File: config.mk
export PLATFORM = sky130hd
export DESIGN_NAME = mtwsp_walker
export DESIGN_NICKNAME = d
export VERILOG_FILES = /design/src/hdl/mtwsp_pkg.sv /design/src/hdl/mtwsp_walker.sv /design/src/hdl/mtwsp_fc_map.sv
export SDC_FILE = /design/constraint.sdc
export NUM_CORES = 1
export LEC_CHECK = 0
export BUFFER_PORTS_ARGS = -buffer_cell sky130_fd_sc_hd__buf_2
export CORE_ASPECT_RATIO = 1.1
export CORE_UTILIZATION = 53
export CTS_CLUSTER_DIAMETER = 80
export CTS_CLUSTER_SIZE = 10
export DETAILED_ROUTE_END_ITERATION = 10
export GPL_TIMING_DRIVEN = 0
export PLACE_DENSITY = 0.8
export SLEW_MARGIN = 20
export SYNTH_ARGS = -nofsm -noshare
export SYNTH_HDL_FRONTEND = slang
export SYNTH_HIERARCHICAL = 1
export SYNTH_SLANG_ARGS = --single-unit
File: constraint.sdc
create_clock -name clk_sys_in -period 2.3 [get_ports clk_sys_in]
set_input_delay 0.115 -clock clk_sys_in [delete_from_list [all_inputs] [get_ports clk_sys_in]]
set_output_delay 0.115 -clock clk_sys_in [all_outputs]
set_load 0.01 [all_outputs]
File: src/hdl/mtwsp_pkg.sv
// package: constants, descriptor layout and states of the table walker
package mtwsp_pkg;
  // register byte offsets on the avalon slave
  localparam logic [7:0] OFS_SUP_BASE = 8'h00;
  localparam logic [7:0] OFS_USER_BASE = 8'h04;
  localparam logic [7:0] OFS_STATUS = 8'h08;
  localparam logic [7:0] OFS_MASK = 8'h0C;
  localparam logic [7:0] OFS_FRAME = 8'h10;
  localparam logic [7:0] OFS_ENTRY = 8'h14;
  // reset values
  localparam logic [31:0] RST_TREE_BASE = 32'h0000_0000;
  localparam logic [2:0] RST_STATUS = 3'h0;
  localparam logic [2:0] RST_MASK = 3'h0;
  // status / mask bit positions
  localparam int ST_WALK_DONE = 0;
  localparam int ST_WALK_FAULT = 1;
  localparam int ST_ACC_ERR = 2;
  // descriptor fields
  localparam int DSC_TYPE_HI = 1;
  localparam int DSC_RESIDENT = 1;
  localparam int DSC_WP = 2;
  localparam int DSC_USED = 3;
  localparam int DSC_MOD = 4;
  localparam int DSC_SUP = 7;
  localparam int DSC_TBL_LO = 9;
  localparam int DSC_PAGE_LO = 12;
  // logical address split: root, pointer, page index
  localparam int LA_ROOT_LO = 25;
  localparam int LA_PTR_LO = 18;
  localparam int LA_PAGE_LO = 12;
  localparam logic [1:0] LVL_PAGE = 2'h2;
  // cache mode presented with each walker access
  localparam logic [1:0] CM_WT_NOALLOC = 2'h0;
  localparam logic [1:0] CM_NONCACHE = 2'h3;
  // function codes
  localparam logic [2:0] FC_USER_PROG = 3'h2;
  localparam logic [2:0] FC_USER_DATA = 3'h1;
  localparam logic [2:0] FC_SUP_PROG = 3'h6;
  localparam logic [2:0] FC_SUP_DATA = 3'h5;
  localparam logic [1:0] XTYPE_NORMAL = 2'h0;
  localparam logic [1:0] XTYPE_ALT = 2'h2;
  typedef enum {
    ST_IDLE, ST_FETCH, ST_TBL_WR, ST_PG_LOCK_RD, ST_PG_LOCK_WR, ST_PG_WR, ST_DONE
  } mtwsp_state_type;
endpackage

File: src/hdl/mtwsp_walker.sv
// table walker: descriptor status updates, protection, alternate-space path
`timescale 1ns/10ps
`default_nettype none
// Summary of operation
// RL1: plain walk accesses write-through, no allocate
// RL2: locked accesses noncachable, push and invalidate
// RL3: lock only during locked descriptor updates
// RL4: check every descriptor used flag, set if clear
// RL5: modified set only without protect or violation
// RL6: flag updates finish before entry is released
// RL7: table descriptor written only when used clear
// RL8: used clear page without modified update gets locked read-modify-write
// RL9: unprotected write, modified clear: plain write
// RL10: accumulated protect blocks modified update
// RL11: alternate-space address passes through untranslated
// RL12: instruction codes 110/010 become 101/001
// RL13: error frame reports converted code and type
// RL14: software invalidates instruction line before move
// RL15: supervisor walks use supervisor tree base
// RL16: user hitting supervisor page blocks modified update, flags entry
// RL17: any protect flag marks entry write-protected
// RL18: resident only without invalid or bus error
// RL19: lock held from locked read through write
module mtwsp_walker
  import mtwsp_pkg::*;
(
  input wire logic clk_sys_in,
  input wire logic rst_in,
  // avalon-mm register slave
  input wire logic [7:0] avs_address_in,
  input wire logic avs_read_in,
  input wire logic avs_write_in,
  input wire logic [31:0] avs_writedata_in,
  output logic [31:0] avs_readdata_out,
  output logic avs_waitrequest_out,
  output logic irq_out,
  // walk request from the translation cache
  input wire logic walk_req_in,
  input wire logic [31:0] walk_la_in,
  input wire logic walk_super_in,
  input wire logic walk_write_in,
  output logic walk_busy_out,
  output logic entry_valid_out,
  output logic [19:0] entry_pa_out,
  output logic entry_wp_out,
  output logic entry_sup_out,
  output logic entry_mod_out,
  output logic entry_res_out,
  output logic entry_fc2_out,
  // walker memory port toward data cache and bus
  output logic mem_req_out,
  output logic mem_we_out,
  output logic [31:0] mem_addr_out,
  output logic [31:0] mem_wdata_out,
  output logic [1:0] mem_cm_out,
  output logic mem_push_inval_out,
  output logic mem_lock_out,
  input wire logic [31:0] mem_rdata_in,
  input wire logic mem_ack_in,
  input wire logic mem_err_in,
  // alternate-space alternate_space_move from the integer unit
  input wire logic acc_valid_in,
  input wire logic [31:0] acc_la_in,
  input wire logic [2:0] acc_fc_in,
  input wire logic acc_err_in,
  output logic acc_valid_out,
  output logic [31:0] acc_pa_out,
  output logic [2:0] acc_fc_out
);
  mtwsp_state_type state_q;
  logic [1:0] level_q;
  logic [31:0] la_q;
  logic super_q;
  logic write_q;
  logic wp_acc_q;
  logic [31:0] desc_q;
  logic [31:0] sup_base_q;
  logic [31:0] user_base_q;
  logic [2:0] status_q;
  logic [2:0] mask_q;
  logic [4:0] frame_q;
  logic ack_q;
  logic [31:0] rdata_q;
  logic [2:0] map_fc;
  logic [1:0] map_xtype;
  logic bus_req;
  logic wr_hit;
  logic [2:0] w1c;
  logic finish;
  logic fault_evt;
  // evaluation of the descriptor just returned
  logic d_res;
  logic d_wp_tot;
  logic d_viol;
  logic d_set_mod;
  logic [31:0] d_next_addr;
  logic [6:0] ptr_idx;
  logic [5:0] pg_idx;

  mtwsp_fc_map u_fc_map (
    .fc_in(acc_fc_in),
    .fc_out(map_fc),
    .xtype_out(map_xtype)
  );

  assign ptr_idx = la_q[LA_ROOT_LO-1:LA_PTR_LO];
  assign pg_idx = la_q[LA_PTR_LO-1:LA_PAGE_LO];

  // descriptor decode; user hitting a supervisor page counts as a violation
  always_comb begin
    d_res = mem_rdata_in[DSC_RESIDENT];
    d_wp_tot = wp_acc_q | mem_rdata_in[DSC_WP];
    d_viol = ~super_q & mem_rdata_in[DSC_SUP];
    d_set_mod = write_q & ~d_wp_tot & ~d_viol & ~mem_rdata_in[DSC_MOD]; // RL5 RL10
    if (level_q == 2'h0) begin
      d_next_addr = {mem_rdata_in[31:DSC_TBL_LO], ptr_idx, 2'b00};
    end else begin
      d_next_addr = {mem_rdata_in[31:DSC_TBL_LO - 1], pg_idx, 2'b00};
    end
  end

  // walk sequencer
  always_ff @(posedge clk_sys_in) begin
    if (rst_in) begin
      state_q <= ST_IDLE;
      level_q <= 2'h0;
      la_q <= 32'h0000_0000;
      super_q <= 1'b0;
      write_q <= 1'b0;
      wp_acc_q <= 1'b0;
      desc_q <= 32'h0000_0000;
      mem_addr_out <= 32'h0000_0000;
      mem_wdata_out <= 32'h0000_0000;
    end else begin
      case (state_q)
        ST_IDLE: begin
          if (walk_req_in) begin
            la_q <= walk_la_in;
            super_q <= walk_super_in;
            write_q <= walk_write_in;
            wp_acc_q <= 1'b0;
            level_q <= 2'h0;
            // supervisor tree for supervisor walks, user tree otherwise
            if (walk_super_in) begin // RL15
              mem_addr_out <= {sup_base_q[31:DSC_TBL_LO], walk_la_in[31:LA_ROOT_LO], 2'b00};
            end else begin
              mem_addr_out <= {user_base_q[31:DSC_TBL_LO], walk_la_in[31:LA_ROOT_LO], 2'b00};
            end
            state_q <= ST_FETCH;
          end
        end
        ST_FETCH: begin
          if (mem_ack_in) begin
            desc_q <= mem_rdata_in;
            if (mem_err_in || !d_res) begin
              state_q <= ST_DONE;
            end else if (level_q != LVL_PAGE) begin
              wp_acc_q <= d_wp_tot; // RL17
              if (!mem_rdata_in[DSC_USED]) begin
                // table descriptor written only to set a clear used flag
                mem_wdata_out <= mem_rdata_in | (32'h1 << DSC_USED); // RL4 RL7
                state_q <= ST_TBL_WR;
              end else begin
                mem_addr_out <= d_next_addr;
                level_q <= level_q + 2'h1;
              end
            end else begin
              wp_acc_q <= d_wp_tot; // RL17
              if (d_set_mod) begin
                // unprotected write with modified clear: plain write of both flags
                mem_wdata_out <= mem_rdata_in | (32'h1 << DSC_USED) | (32'h1 << DSC_MOD); // RL9
                state_q <= ST_PG_WR;
              end else if (!mem_rdata_in[DSC_USED]) begin
                state_q <= ST_PG_LOCK_RD; // RL8
              end else begin
                state_q <= ST_DONE; // RL10
              end
            end
          end
        end
        ST_TBL_WR: begin
          if (mem_ack_in) begin
            if (mem_err_in) begin
              state_q <= ST_DONE;
            end else begin
              mem_addr_out <= d_next_addr_tbl(desc_q, level_q, ptr_idx, pg_idx);
              level_q <= level_q + 2'h1;
              state_q <= ST_FETCH;
            end
          end
        end
        ST_PG_LOCK_RD: begin
          if (mem_ack_in) begin
            if (mem_err_in) begin
              state_q <= ST_DONE;
            end else begin
              // set used, keep modified as read back under the lock
              desc_q <= mem_rdata_in;
              mem_wdata_out <= mem_rdata_in | (32'h1 << DSC_USED); // RL8
              state_q <= ST_PG_LOCK_WR; // RL19
            end
          end
        end
        ST_PG_LOCK_WR, ST_PG_WR: begin
          if (mem_ack_in) begin
            if (!mem_err_in) begin
              desc_q <= mem_wdata_out;
            end
            state_q <= ST_DONE;
          end
        end
        ST_DONE: begin
          state_q <= ST_IDLE;
        end
        default: begin
          state_q <= ST_IDLE;
        end
      endcase
    end
  end

  // next table address from a stored table descriptor
  function automatic logic [31:0] d_next_addr_tbl(input logic [31:0] d, input logic [1:0] lvl,
                                                  input logic [6:0] pi, input logic [5:0] gi);
    logic [31:0] a;
    if (lvl == 2'h0) begin
      a = {d[31:DSC_TBL_LO], pi, 2'b00};
    end else begin
      a = {d[31:DSC_TBL_LO - 1], gi, 2'b00};
    end
    return a;
  endfunction

  // memory port strobes; lock and noncachable only for the locked pair
  always_comb begin
    mem_req_out = (state_q == ST_FETCH) || (state_q == ST_TBL_WR) || (state_q == ST_PG_WR)
                  || (state_q == ST_PG_LOCK_RD) || (state_q == ST_PG_LOCK_WR);
    mem_we_out = (state_q == ST_TBL_WR) || (state_q == ST_PG_WR) || (state_q == ST_PG_LOCK_WR);
    mem_lock_out = (state_q == ST_PG_LOCK_RD) || (state_q == ST_PG_LOCK_WR); // RL3 RL19
    mem_cm_out = mem_lock_out ? CM_NONCACHE : CM_WT_NOALLOC; // RL1 RL2
    mem_push_inval_out = mem_lock_out; // RL2
  end

  assign walk_busy_out = (state_q != ST_IDLE);
  assign finish = (state_q == ST_DONE);

  // entry is only released after every update write has been acknowledged
  always_ff @(posedge clk_sys_in) begin
    if (rst_in) begin
      entry_valid_out <= 1'b0;
      entry_pa_out <= 20'h0_0000;
      entry_wp_out <= 1'b0;
      entry_sup_out <= 1'b0;
      entry_mod_out <= 1'b0;
      entry_res_out <= 1'b0;
      entry_fc2_out <= 1'b0;
    end else begin
      entry_valid_out <= finish; // RL6
      if (finish) begin
        entry_pa_out <= desc_q[31:DSC_PAGE_LO];
        entry_wp_out <= wp_acc_q; // RL17
        entry_sup_out <= desc_q[DSC_SUP] && (level_q == LVL_PAGE); // RL16
        entry_mod_out <= desc_q[DSC_MOD];
        entry_fc2_out <= super_q;
      end
      if (state_q != ST_IDLE && mem_ack_in && mem_err_in) begin
        entry_res_out <= 1'b0; // RL18
      end else if (state_q == ST_FETCH && mem_ack_in) begin
        entry_res_out <= d_res; // RL18
      end
    end
  end

  // alternate-space path: address used as physical, code remapped
  always_ff @(posedge clk_sys_in) begin
    if (rst_in) begin
      acc_valid_out <= 1'b0;
      acc_pa_out <= 32'h0000_0000;
      acc_fc_out <= 3'h0;
    end else begin
      acc_valid_out <= acc_valid_in;
      if (acc_valid_in) begin
        acc_pa_out <= acc_la_in; // RL11
        acc_fc_out <= map_fc; // RL12
      end
    end
  end

  // error frame: converted code and transfer type of the faulting move
  always_ff @(posedge clk_sys_in) begin
    if (rst_in) begin
      frame_q <= 5'h00;
    end else if (acc_err_in) begin
      frame_q <= {map_xtype, map_fc}; // RL13
    end
  end

  // avalon slave: one wait state so read data leave a flip-flop
  assign bus_req = avs_read_in | avs_write_in;
  assign avs_waitrequest_out = bus_req & ~ack_q;
  assign wr_hit = avs_write_in & ack_q;
  always_ff @(posedge clk_sys_in) begin
    if (rst_in) begin
      ack_q <= 1'b0;
      rdata_q <= 32'h0000_0000;
    end else begin
      ack_q <= bus_req & ~ack_q;
      if (avs_read_in && !ack_q) begin
        case (avs_address_in)
          OFS_SUP_BASE: rdata_q <= sup_base_q;
          OFS_USER_BASE: rdata_q <= user_base_q;
          OFS_STATUS: rdata_q <= {29'h0, status_q};
          OFS_MASK: rdata_q <= {29'h0, mask_q};
          OFS_FRAME: rdata_q <= {27'h0, frame_q};
          OFS_ENTRY: rdata_q <= {entry_pa_out, 6'h00, entry_fc2_out, entry_res_out,
                                 entry_mod_out, entry_sup_out, entry_wp_out, walk_busy_out};
          default: rdata_q <= 32'h0000_0000; // unmapped reads as zero
        endcase
      end
    end
  end
  assign avs_readdata_out = rdata_q;

  // tree base and mask registers; a walk reads the bases only at start
  always_ff @(posedge clk_sys_in) begin
    if (rst_in) begin
      sup_base_q <= RST_TREE_BASE;
      user_base_q <= RST_TREE_BASE;
      mask_q <= RST_MASK;
    end else if (wr_hit) begin
      case (avs_address_in)
        OFS_SUP_BASE: sup_base_q <= avs_writedata_in;
        OFS_USER_BASE: user_base_q <= avs_writedata_in;
        OFS_MASK: mask_q <= avs_writedata_in[2:0];
        default: ;
      endcase
    end
  end

  // sticky status, write one to clear; a new event beats the clear
  assign fault_evt = entry_valid_out & ~entry_res_out;
  assign w1c = (wr_hit && avs_address_in == OFS_STATUS) ? avs_writedata_in[2:0] : 3'h0;
  always_ff @(posedge clk_sys_in) begin
    if (rst_in) begin
      status_q <= RST_STATUS;
    end else begin
      status_q <= (status_q & ~w1c) | {acc_err_in, fault_evt, entry_valid_out};
    end
  end
  assign irq_out = |(status_q & mask_q);

  // checks
  AST_LOCK_NONCACHE: assert property (@(posedge clk_sys_in) disable iff (rst_in) // RL3
    mem_lock_out |-> (mem_req_out && mem_cm_out == CM_NONCACHE && mem_push_inval_out))
    else $error("lock seen outside a noncachable locked update");
  AST_PLAIN_WT: assert property (@(posedge clk_sys_in) disable iff (rst_in) // RL1
    (mem_req_out && !mem_lock_out) |-> (mem_cm_out == CM_WT_NOALLOC && !mem_push_inval_out))
    else $error("plain walk access not write-through");
  AST_LOCK_HELD: assert property (@(posedge clk_sys_in) disable iff (rst_in) // RL19
    (mem_lock_out && !mem_we_out && mem_ack_in && !mem_err_in) |=> (mem_lock_out && mem_we_out))
    else $error("lock dropped between locked read and write");
  AST_TBL_WR_ONLY_CLEAR: assert property (@(posedge clk_sys_in) disable iff (rst_in) // RL7
    (state_q == ST_TBL_WR) |-> (!desc_q[DSC_USED] && mem_wdata_out[DSC_USED]))
    else $error("table descriptor written although used was set");
  AST_PLAIN_WR_FLAGS: assert property (@(posedge clk_sys_in) disable iff (rst_in) // RL9
    (state_q == ST_PG_WR) |-> (write_q && !wp_acc_q && mem_wdata_out[DSC_MOD]
                               && mem_wdata_out[DSC_USED] && !mem_lock_out))
    else $error("bad plain page descriptor write");
  AST_LOCK_KEEPS_MOD: assert property (@(posedge clk_sys_in) disable iff (rst_in) // RL8
    (state_q == ST_PG_LOCK_WR) |-> (mem_wdata_out[DSC_MOD] == desc_q[DSC_MOD]
                                    && mem_wdata_out[DSC_USED]))
    else $error("locked update changed modified flag");
  AST_ERR_NOT_RES: assert property (@(posedge clk_sys_in) disable iff (rst_in) // RL18
    (mem_req_out && mem_ack_in && mem_err_in) |-> ##2 (entry_valid_out && !entry_res_out))
    else $error("bus error walk produced resident entry");
  AST_NO_INSN_CODE: assert property (@(posedge clk_sys_in) disable iff (rst_in) // RL12
    acc_valid_out |-> (acc_fc_out[1:0] != 2'b10 && acc_pa_out == $past(acc_la_in)))
    else $error("instruction code or translated address on move path");
  AST_FRAME_XTYPE: assert property (@(posedge clk_sys_in) disable iff (rst_in) // RL13
    acc_err_in |=> (frame_q[4:3] == ((frame_q[1:0] == 2'b00 || frame_q[1:0] == 2'b11)
                                     ? XTYPE_ALT : XTYPE_NORMAL)))
    else $error("error frame transfer type wrong");
  AST_DONE_QUIET: assert property (@(posedge clk_sys_in) disable iff (rst_in) // RL6
    entry_valid_out |-> (!mem_req_out && !$past(mem_req_out)))
    else $error("entry released while an update was pending");
endmodule
`default_nettype wire

File: src/hdl/mtwsp_fc_map.sv
// function-code remap for alternate-space alternate_space_move, with transfer type
`timescale 1ns/10ps
`default_nettype none
module mtwsp_fc_map
  import mtwsp_pkg::*;
(
  input wire logic [2:0] fc_in,
  output logic [2:0] fc_out,
  output logic [1:0] xtype_out
);
  // instruction spaces fold onto data spaces of the same privilege
  always_comb begin
    case (fc_in)
      FC_SUP_PROG: fc_out = FC_SUP_DATA;
      FC_USER_PROG: fc_out = FC_USER_DATA;
      default: fc_out = fc_in;
    endcase
  end
  // codes 000, 011, 100, 111 report the alternate transfer type
  always_comb begin
    case (fc_in)
      3'h0, 3'h3, 3'h4, 3'h7: xtype_out = XTYPE_ALT;
      default: xtype_out = XTYPE_NORMAL;
    endcase
  end
endmodule
`default_nettype wire

# After elaboration in Yosys (flattened, before gate mapping)

Cells that the tools add are included.

$add $sub $neg: 1
Eq/ne operators: 37
Muxes and demuxes: 55
Bitwise operators: 19
Reduce and logical (&&, ||, !) cells: 38

Operator list:

| kind                | count |
|---|---|
| $mux 32             | 28 |
| $pmux 32 s3         | 2 |
| $pmux 32 s6         | 1 |
| $pmux 32 s5         | 1 |
| $eq 32x3->1 const B | 4 |
| $eq 32x2->1 const B | 3 |
| $eq 32x4->1 const B | 3 |
| $pmux 32 s2         | 1 |
| $eq 32x1->1 const B | 1 |
| $logic_not 32->1    | 1 |
| $reduce_bool 32->1  | 1 |
| $ne 2x2->1 const B  | 12 |
| $mux 2              | 10 |
| $mux 9              | 2 |
| $eq 8x4->1 const B  | 2 |
| $eq 8x5->1 const B  | 2 |
| $mux 3              | 4 |
| $reduce_and 6->1    | 2 |
| $eq 3x3->1 const B  | 3 |
| $eq 8x3->1 const B  | 1 |
| $logic_not 8->1     | 1 |
| $logic_or 1x1->1    | 8 |
| $reduce_and 2->1    | 4 |
| $reduce_and 8->1    | 1 |
| other kinds (26)    | 52 |

Flip-flop bits (word level): 328
Input port bits: 150
Output and inout bits: 167
Logic and storage cells: 176

# Logic depth before layout (Yosys ltp)

Gate-level depths: netlist (run 1).

Depth after elaboration: 10
Gate-level depth with buffers: 9
Mapped depth without buffers: 7

# By module

The synthesis (run 1) kept the hierarchy.

By module, submodules not included:

| module       | instances | cells each | area each (um^2) | sequential area each (um^2) |
|---|---|---|---|---|
| mtwsp_walker | 1         | 1360       | 11895.2          | 5585.4 |
| mtwsp_fc_map | 1         | 9          | 55.1             | 0.0 |

# Least setup slack after synthesis (run 1)

Ideal clock, no wire load.

Path type: register -> register
From: register level_q[0]
To: register mem_addr_out[31]
Setup time: 70 ps
Data arrival time: 1981 ps
Required time: 2230 ps
Path slack: 249 ps
Stages on the path, launching flop included: 9
Path buffers: 1
Period minus slack after synthesis: 2051 ps
Path through: dfxtp_1 inv_1 ha_1 and4bb_2 nand2b_1 a2111oi_4 buf_2 o221ai_1 a21oi_1

Longest elaborated chain between the ends: 3

Ends and longest elaborated chain:

| what                              | RTL line            | text |
|---|---|---|
| from (decl)                       | mtwsp_walker.sv:71  | `logic [1:0] level_q;` |
| from (signal assigned)            | mtwsp_walker.sv:165 | `level_q <= level_q + 2'h1;` |
| from (signal assigned)            | mtwsp_walker.sv:187 | `level_q <= level_q + 2'h1;` |
| $ne 2x2->1                        | mtwsp_walker.sv:157 | `end else if (level_q != LVL_PAGE) begin` |
| $ne 2x2->1 (no source line)       | n/a                 |  |
| $reduce_and 8->1 (no source line) | n/a                 |  |
| to (signal assigned)              | mtwsp_walker.sv:147 | `mem_addr_out <= {user_base_q[31:DSC_TBL_LO], walk_la_in[31:LA_ROOT_LO], 2'b00};` |
| to (signal assigned)              | mtwsp_walker.sv:164 | `mem_addr_out <= d_next_addr;` |
| to (signal assigned)              | mtwsp_walker.sv:186 | `mem_addr_out <= d_next_addr_tbl(desc_q, level_q, ptr_idx, pg_idx);` |
| to (decl)                         | mtwsp_walker.sv:53  | `output logic [31:0] mem_addr_out,` |

Every way passes these cells.
A chain may end at the register's enable or synchronous reset.

# Worst setup path in the final report (run 1)

From: register state_q[2]
To: output mem_we_out

Longest elaborated chain between the ends: 3
Elaborated cells on any way between the ends: 5
Those cells by class: eq/ne: 3; reduce/logical: 2

Ends and longest elaborated chain:

| what                                       | RTL line            | text |
|---|---|---|
| from (decl)                                | mtwsp_walker.sv:70  | `mtwsp_state_type state_q;` |
| from (signal assigned)                     | mtwsp_walker.sv:125 | `state_q <= ST_IDLE;` |
| from (signal assigned)                     | mtwsp_walker.sv:149 | `state_q <= ST_FETCH;` |
| from (signal assigned)                     | mtwsp_walker.sv:156 | `state_q <= ST_DONE;` |
| $eq 32x3->1 or $eq 32x4->1 (tied branches) | mtwsp_walker.sv:238 | `mem_we_out = (state_q == ST_TBL_WR) \|\| (state_q == ST_PG_WR) \|\| (state_q == ST_PG_LOCK_WR);` |
| $logic_or 1x1->1                           | mtwsp_walker.sv:238 |  |
| $logic_or 1x1->1 *                         | mtwsp_walker.sv:238 |  |
| to (decl)                                  | mtwsp_walker.sv:52  | `output logic mem_we_out,` |

Every way passes the cells marked *; elsewhere a longest branch is shown, timed or not.

==> flow_metrics.env, run 1 <==
export IMPL_end_kind="output port"
export IMPL_yosys_warnings=6
export IMPL_die_area_um2=23150
export IMPL_fin_util_pct=72.35
export IMPL_via_count=11920
export IMPL_maxSlewViolCount=0
export IMPL_drc=0
export IMPL_p_int_uw=9084
export IMPL_switchingPower_uw=4309
export IMPL_chipHeight_um=159.5
export IMPL_syn_area_um2=11950
export IMPL_swShare_pct=32.17
export IMPL_antenna_found_initial=0
export IMPL_fill_cells=1711
export IMPL_finalClockSkew_ps=8.239
export IMPL_worstHoldPathType="in2reg"
export IMPL_seq_area_frac_synth_pct=46.74
export IMPL_layout_commonest_cell="buf_2"
export IMPL_p_per_area_nw_per_um2=837.3
export IMPL_fin_crit_ps=2267
export IMPL_clockBufferDepth=3
export IMPL_wire_per_inst_um=18.86
export IMPL_num_antenna_cells=0
export IMPL_grt_usage_pct=33.91
export IMPL_layout_nets=1981
export IMPL_h_tree_depth=1
export IMPL_min_period_over_period_pct=98.55
export IMPL_cts_inserted_buffers=31
export IMPL_clk_pin_slew_ps=60
export IMPL_rrSetupSlack_ps=110
export IMPL_leakagePower_uw=0.006799
export IMPL_placed_area_um2=13800
export IMPL_fmaxAchievable_mhz=441.2
export IMPL_grt_pass1_vias=11810
export IMPL_routed_wl_um=40010
export IMPL_grt_pass1_wl_um=62280
export IMPL_dp_hpwl_um=28230
export IMPL_finalHoldViolCount=0
export IMPL_synthCells=1369
export IMPL_start_util_pct=54.05
export IMPL_drt_antenna_violating_nets=0
export IMPL_combPwrFrac_pct=27.5
export IMPL_tightest_slew_ps=894.0
export IMPL_required_ps=2180
export IMPL_crit_path_start_kind="flop"
export IMPL_cts_tree="done"
export IMPL_setup_viol=0
export IMPL_critPathMaxFanout=10
export IMPL_slowest_stage="dfxtp_1"
export IMPL_synthArstFlopShare_pct=0
export IMPL_final_cell_mix="306 x buf_2, 290 x nand2_1, 278 x dfxtp_1"
export IMPL_area_delta_synth_final_pct=33.85
export IMPL_fin_area_um2=16000
export IMPL_vias_per_cell=5.619
export IMPL_ys_seq_elements=279
export IMPL_vdd_drop_max_mv=0.6644
export IMPL_cts_sinks=279
export IMPL_synth_edf_count=0
export IMPL_overflow=0
export IMPL_port_buffers=296
export IMPL_firstDrtPassIters=5
export IMPL_arrival_ps=2150
export IMPL_total_power_uw=13390
export IMPL_pwr_share_seq_pct=41.5
export IMPL_rsz0062_at_grt="no"
export IMPL_crit_type="reg2out"
export IMPL_synth_cell_types=57
export IMPL_gp_congestion=0.9408
export IMPL_drt_iter0_drc=842
export IMPL_root_buffer="clkbuf_16"
export IMPL_io_pins=317
export IMPL_synth_ff_type="dfxtp_1"
export IMPL_die_x_um=145.2
export IMPL_maxCapViolCount=0
export IMPL_num_rows=57
export IMPL_critPathMaxStageDelay_ps=440
export IMPL_slew_headroom_pct=39.85
export IMPL_clkPwrFrac_pct=31.0
export IMPL_core_area_um2=22110
export IMPL_status="finished, final reports clean"
export IMPL_insertion_delay_ps=550
export IMPL_grt_max_degree=18
export IMPL_cp_cell_sequence="clkbuf_2, nand2b_1, buf_4, buf_6, o21ai_1, buf_2"
export IMPL_avgSynthCellArea_um2=8.729
export IMPL_drive_gt1_share_pct=26.73
-- critical path, delay by kind of cell, from the launching register on --
| kind | cells | cell delay, ps |
|---|---|---|
| simple gates | 1 | 90 |
| flops | 1 | 440 |
| compound gates | 1 | 150 |
| buf+inv | 4 | 930 |
-- sequential cells by signal, indices dropped and copies added, names as in the netlist, 2 cells and up --
register          cells
avs_readdata_out     32
acc_fc_out            3
sup_base_q           32
la_q                 13
mem_wdata_out        32
acc_pa_out           32
frame_q               5
state_q               3
entry_pa_out         20
mask_q                3
status_q              3
desc_q               26
mem_addr_out         30
user_base_q          32
level_q               2
-- Yosys cell counts (11+ instances only) --
| library cell | n | area share (%) |
|---|---|---|
| mux2_2 | 45 | 4.2 |
| a22oi_1 | 22 | 1.4 |
| a21oi_1 | 132 | 5.5 |
| inv_1 | 12 | 0.38 |
| o22ai_1 | 23 | 1.2 |
| nand2b_1 | 12 | 0.63 |
| buf_2 | 21 | 0.88 |
| nor2_1 | 126 | 4.0 |
| a211oi_1 | 29 | 1.8 |
| o211ai_1 | 28 | 1.8 |
| mux2i_1 | 114 | 9.5 |
| nand2_2 | 20 | 1.0 |
| nand3_1 | 11 | 0.46 |
| o21ai_0 | 32 | 1.3 |
| dfxtp_1 | 279 | 47 |
| nand2_1 | 290 | 9.1 |
| a21oi_2 | 21 | 1.5 |
| clkbuf_1 | 73 | 2.3 |
-- stage by stage --
| step | setup slack, ps | hold WS, ps | TNS (ps) | cells |
|---|---|---|---|---|
| 6_report | 33.42 | 5.012 | 0 | 2121 |
| 3_3_place_gp | -379.8 | 346.3 | -13110 | 1961 |
| 4_1_cts | 3.599 | 1.413 | 0 | 2120 |
| 3_5_place_dp | -359.3 | 361.1 | -13310 | 1961 |
| 2_1_floorplan | 248.7 | 226.7 | 0 | 1370 |
| 5_1_grt | 4.282 | 43.11 | 0 | 2121 |
-- power by group through the flow --
| stage | clock (uW) | sequential (uW) | combinational (uW) |
|---|---|---|---|
| after floorplan | 0 | 5670 | 2010 |
| after global placement | 0 | 5620 | 3210 |
| after detailed placement | 0 | 5630 | 3250 |
| after CTS | 4170 | 5540 | 3540 |
| after global routing | 4360 | 5590 | 3970 |
| final | 4160 | 5550 | 3680 |
-- metal layers --
metal / up-vias / GRT usage (%) / wire, um
met5: - / 0 / 0
met4: 0 / 17.99 / 2123
met3: 136 / 5.444 / 2966
met2: 578 / 57.67 / 18980
met1: 5605 / 41.23 / 15940
li1: 5599 / - / -
-- kinds of logic after synthesis --
group	Yosys count	share of synthesized area [%]
simple gates	488	17.08
compound gates	304	16.17
flops	279	46.74
mux	164	14.73
buf+inv	128	4.806
fa+ha+maj	4	0.4188
other cells	2	0.06284
-- timing repair --
| action | 4_1_cts | 5_1_grt |
|---|---|---|
| pin swaps | 1 | 2 |
| resized for setup | 23 | 30 |
| buffers inserted | 2 | 1 |
| setup endpoints to repair | 85 | 114 |
| hold endpoints to repair | 189 | 0 |
| hold buffers | 128 | 0 |
-- path summary, 6_finish.rpt --
kind | cells past startpoint | endpoint | start
worst max-delay path | 6 | mem_we_out | state_q[2]
worst max register to register | 8 | la_q[13] | state_q[1]
worst min-delay path | 4 | super_q | walk_req_in
worst min register to register | 2 | avs_readdata_out[9] | avs_readdata_out[9]
-- final cells by class --
class | count | area (um^2) | share of cell area (%)
sequential | 279 | 5587 | 34.93
timing repair buffer | 427 | 2785 | 17.41
clock buffer | 32 | 779.5 | 4.873
tap | 295 | 369.1 | 2.308
multi-input combinational | 963 | 5853 | 36.59
buffer | 112 | 570.5 | 3.567
inverter | 13 | 51.30 | 0.3207
Note: power is estimated with default switching activity, not from simulation.
==> run 2, diff against run 1 <==
CORE_MARGIN = 2   (was default)
==> run 2 against run 1 <==
Against the previous run: cell area down 0.12%; fmax shrank 0.11%; power barely moved; clock skew rose by 1.2 ps; sequential cell count unchanged; register-to-register slack worse by 30 ps; highest routed layer unchanged.
==> flow_metrics.env, run 2 (same netlist as run 1, synthesis figures left out) <==
export IMPL_cts_inserted_buffers=31
export IMPL_drt_iter0_drc=776
export IMPL_vias_per_cell=5.609
export IMPL_die_area_um2=23770
export IMPL_dp_hpwl_um=28550
export IMPL_port_buffers=296
export IMPL_met1_length_um=16190
export IMPL_grt_pass1_vias=11670
export IMPL_wl_met2_um=19320
export IMPL_drt_antenna_violating_nets=0
export IMPL_vdd_drop_max_mv=0.5818
export IMPL_critPathMaxStageDelay_ps=440
export IMPL_placed_area_um2=13800
export IMPL_finalHoldViolCount=0
export IMPL_setup_viol=0
export IMPL_finalClockSkew_ps=9.410
export IMPL_cp_startpoint="state_q[2]"
export IMPL_fmaxAchievable_mhz=440.7
export IMPL_grt_usage_pct=33.04
export IMPL_layout_nets=1980
export IMPL_layout_commonest_cell="buf_2"
export IMPL_cp_cell_sequence="clkbuf_2, nand2b_1, buf_4, buf_6, o21ai_1, buf_2"
export IMPL_via_count=11890
export IMPL_cts_sinks=279
export IMPL_num_antenna_cells=0
export IMPL_wire_per_inst_um=19.19
export IMPL_fin_crit_ps=2269
export IMPL_slowest_stage="dfxtp_1"
export IMPL_worstHoldPathType="in2reg"
export IMPL_maxSlewViolCount=0
export IMPL_insertion_delay_ps=550
export IMPL_fin_area_um2=15980
export IMPL_io_pins=317
export IMPL_rsz0062_at_grt="yes"
export IMPL_critPathMaxFanout=10
export IMPL_status="finished, final reports clean"
export IMPL_slew_headroom_pct=43.31
export IMPL_drive_gt1_share_pct=26.47
export IMPL_clockBufferDepth=3
export IMPL_root_buffer="clkbuf_16"
export IMPL_start_util_pct=54.05
export IMPL_arrival_ps=2150
export IMPL_maxCapViolCount=0
export IMPL_crit_family="buffers and inverters"
export IMPL_rr_startpoint="state_q[0]"
export IMPL_area_delta_synth_final_pct=33.69
export IMPL_end_kind="output port"
export IMPL_grt_pass1_wl_um=62840
export IMPL_p_per_area_nw_per_um2=838.3
export IMPL_wl_met3_um=3081
export IMPL_final_cell_mix="305 x buf_2, 290 x nand2_1, 279 x dfxtp_1"
export IMPL_worst_path_buf_inv=4
export IMPL_min_period_over_period_pct=98.66
export IMPL_tightest_slew_ps=850.4
export IMPL_antenna_found_initial=0
export IMPL_tns_ps=0
export IMPL_firstDrtPassIters=8
export IMPL_clk_pin_slew_ps=60
export IMPL_h_tree_depth=1
export IMPL_leakagePower_uw=0.006794
export IMPL_drc=0
export IMPL_grt_max_degree=18
export IMPL_cts_tree="done"
export IMPL_required_ps=2180
export IMPL_chipHeight_um=161.5
export IMPL_gp_congestion=0.9245
export IMPL_routed_wl_um=40690
export IMPL_crit_path_start_kind="flop"
export IMPL_top_layer_used="met4"
export IMPL_holdCritStartpoint="avs_address_in[0]"
export IMPL_die_x_um=147.2
export IMPL_num_rows=57
export IMPL_core_area_um2=22110
export IMPL_fin_util_pct=72.26
export IMPL_overflow=0
export IMPL_crit_type="reg2out"
-- run 2: metrics by stage --
step                      hold slack (ps)  total power (uW)  std cells  setup slack (ps)
after floorplan                     226.7              7686       1370             248.7
after global placement              347.0              8814       1961            -285.7
after detailed placement            360.4              8872       1961            -347.3
after CTS                           15.73             13250       2121             6.606
final                               27.08             13390       2120             30.93
after global routing                43.71             13920       2120            -1.313
-- run 2: worst min-delay path, cell delays in order --
cell and delay (ps):
buf_2 70, or4_4 140, a211oi_1 60, nand2_1 70, o21ai_0 70
-- run 2: cell type report --
cell class                 instances  area (um^2)
sequential                       279         5585
fill                            1706         6132
inverter                          13        53.80
clock buffer                      32        779.5
multi-input combinational        963         5828
timing repair buffer             427         2788
tap                              295        369.1
buffer                           111        573.1
-- run 2: final timing paths --
path / to / slack, ps / depth (start not counted)
max: mem_we_out / 30 / 6
min: avs_readdata_out[1] / 30 / 5
max reg2reg: mem_wdata_out[0] / 80 / 7
min reg2reg: avs_readdata_out[20] / 440 / 2
-- run 2: routing by layer --
| layer | GRT usage (%) | vias up |
|---|---|---|
| met1 | 40.62 | 5568 |
| met3 | 4.661 | 138 |
| met4 | 15.69 | 0 |
| met2 | 57.18 | 580 |
| met5 | 0 | - |
| li1 | - | 5605 |
-- run 2: power by group --
part	switching, uW	total, uW	internal, uW
combinational	2200	3680	1480
clock	1820	4160	2350
sequential	291	5550	5260
total	4310	13400	9080
-- run 2: timing repair --
action                                  4_1_cts  5_1_grt
resized for setup                            29       18
pin swaps                                     2        2
buffers inserted                              2        0
hold buffers                                129        0
endpoints found under the setup margin       88       89
endpoints found under the hold margin       189        0
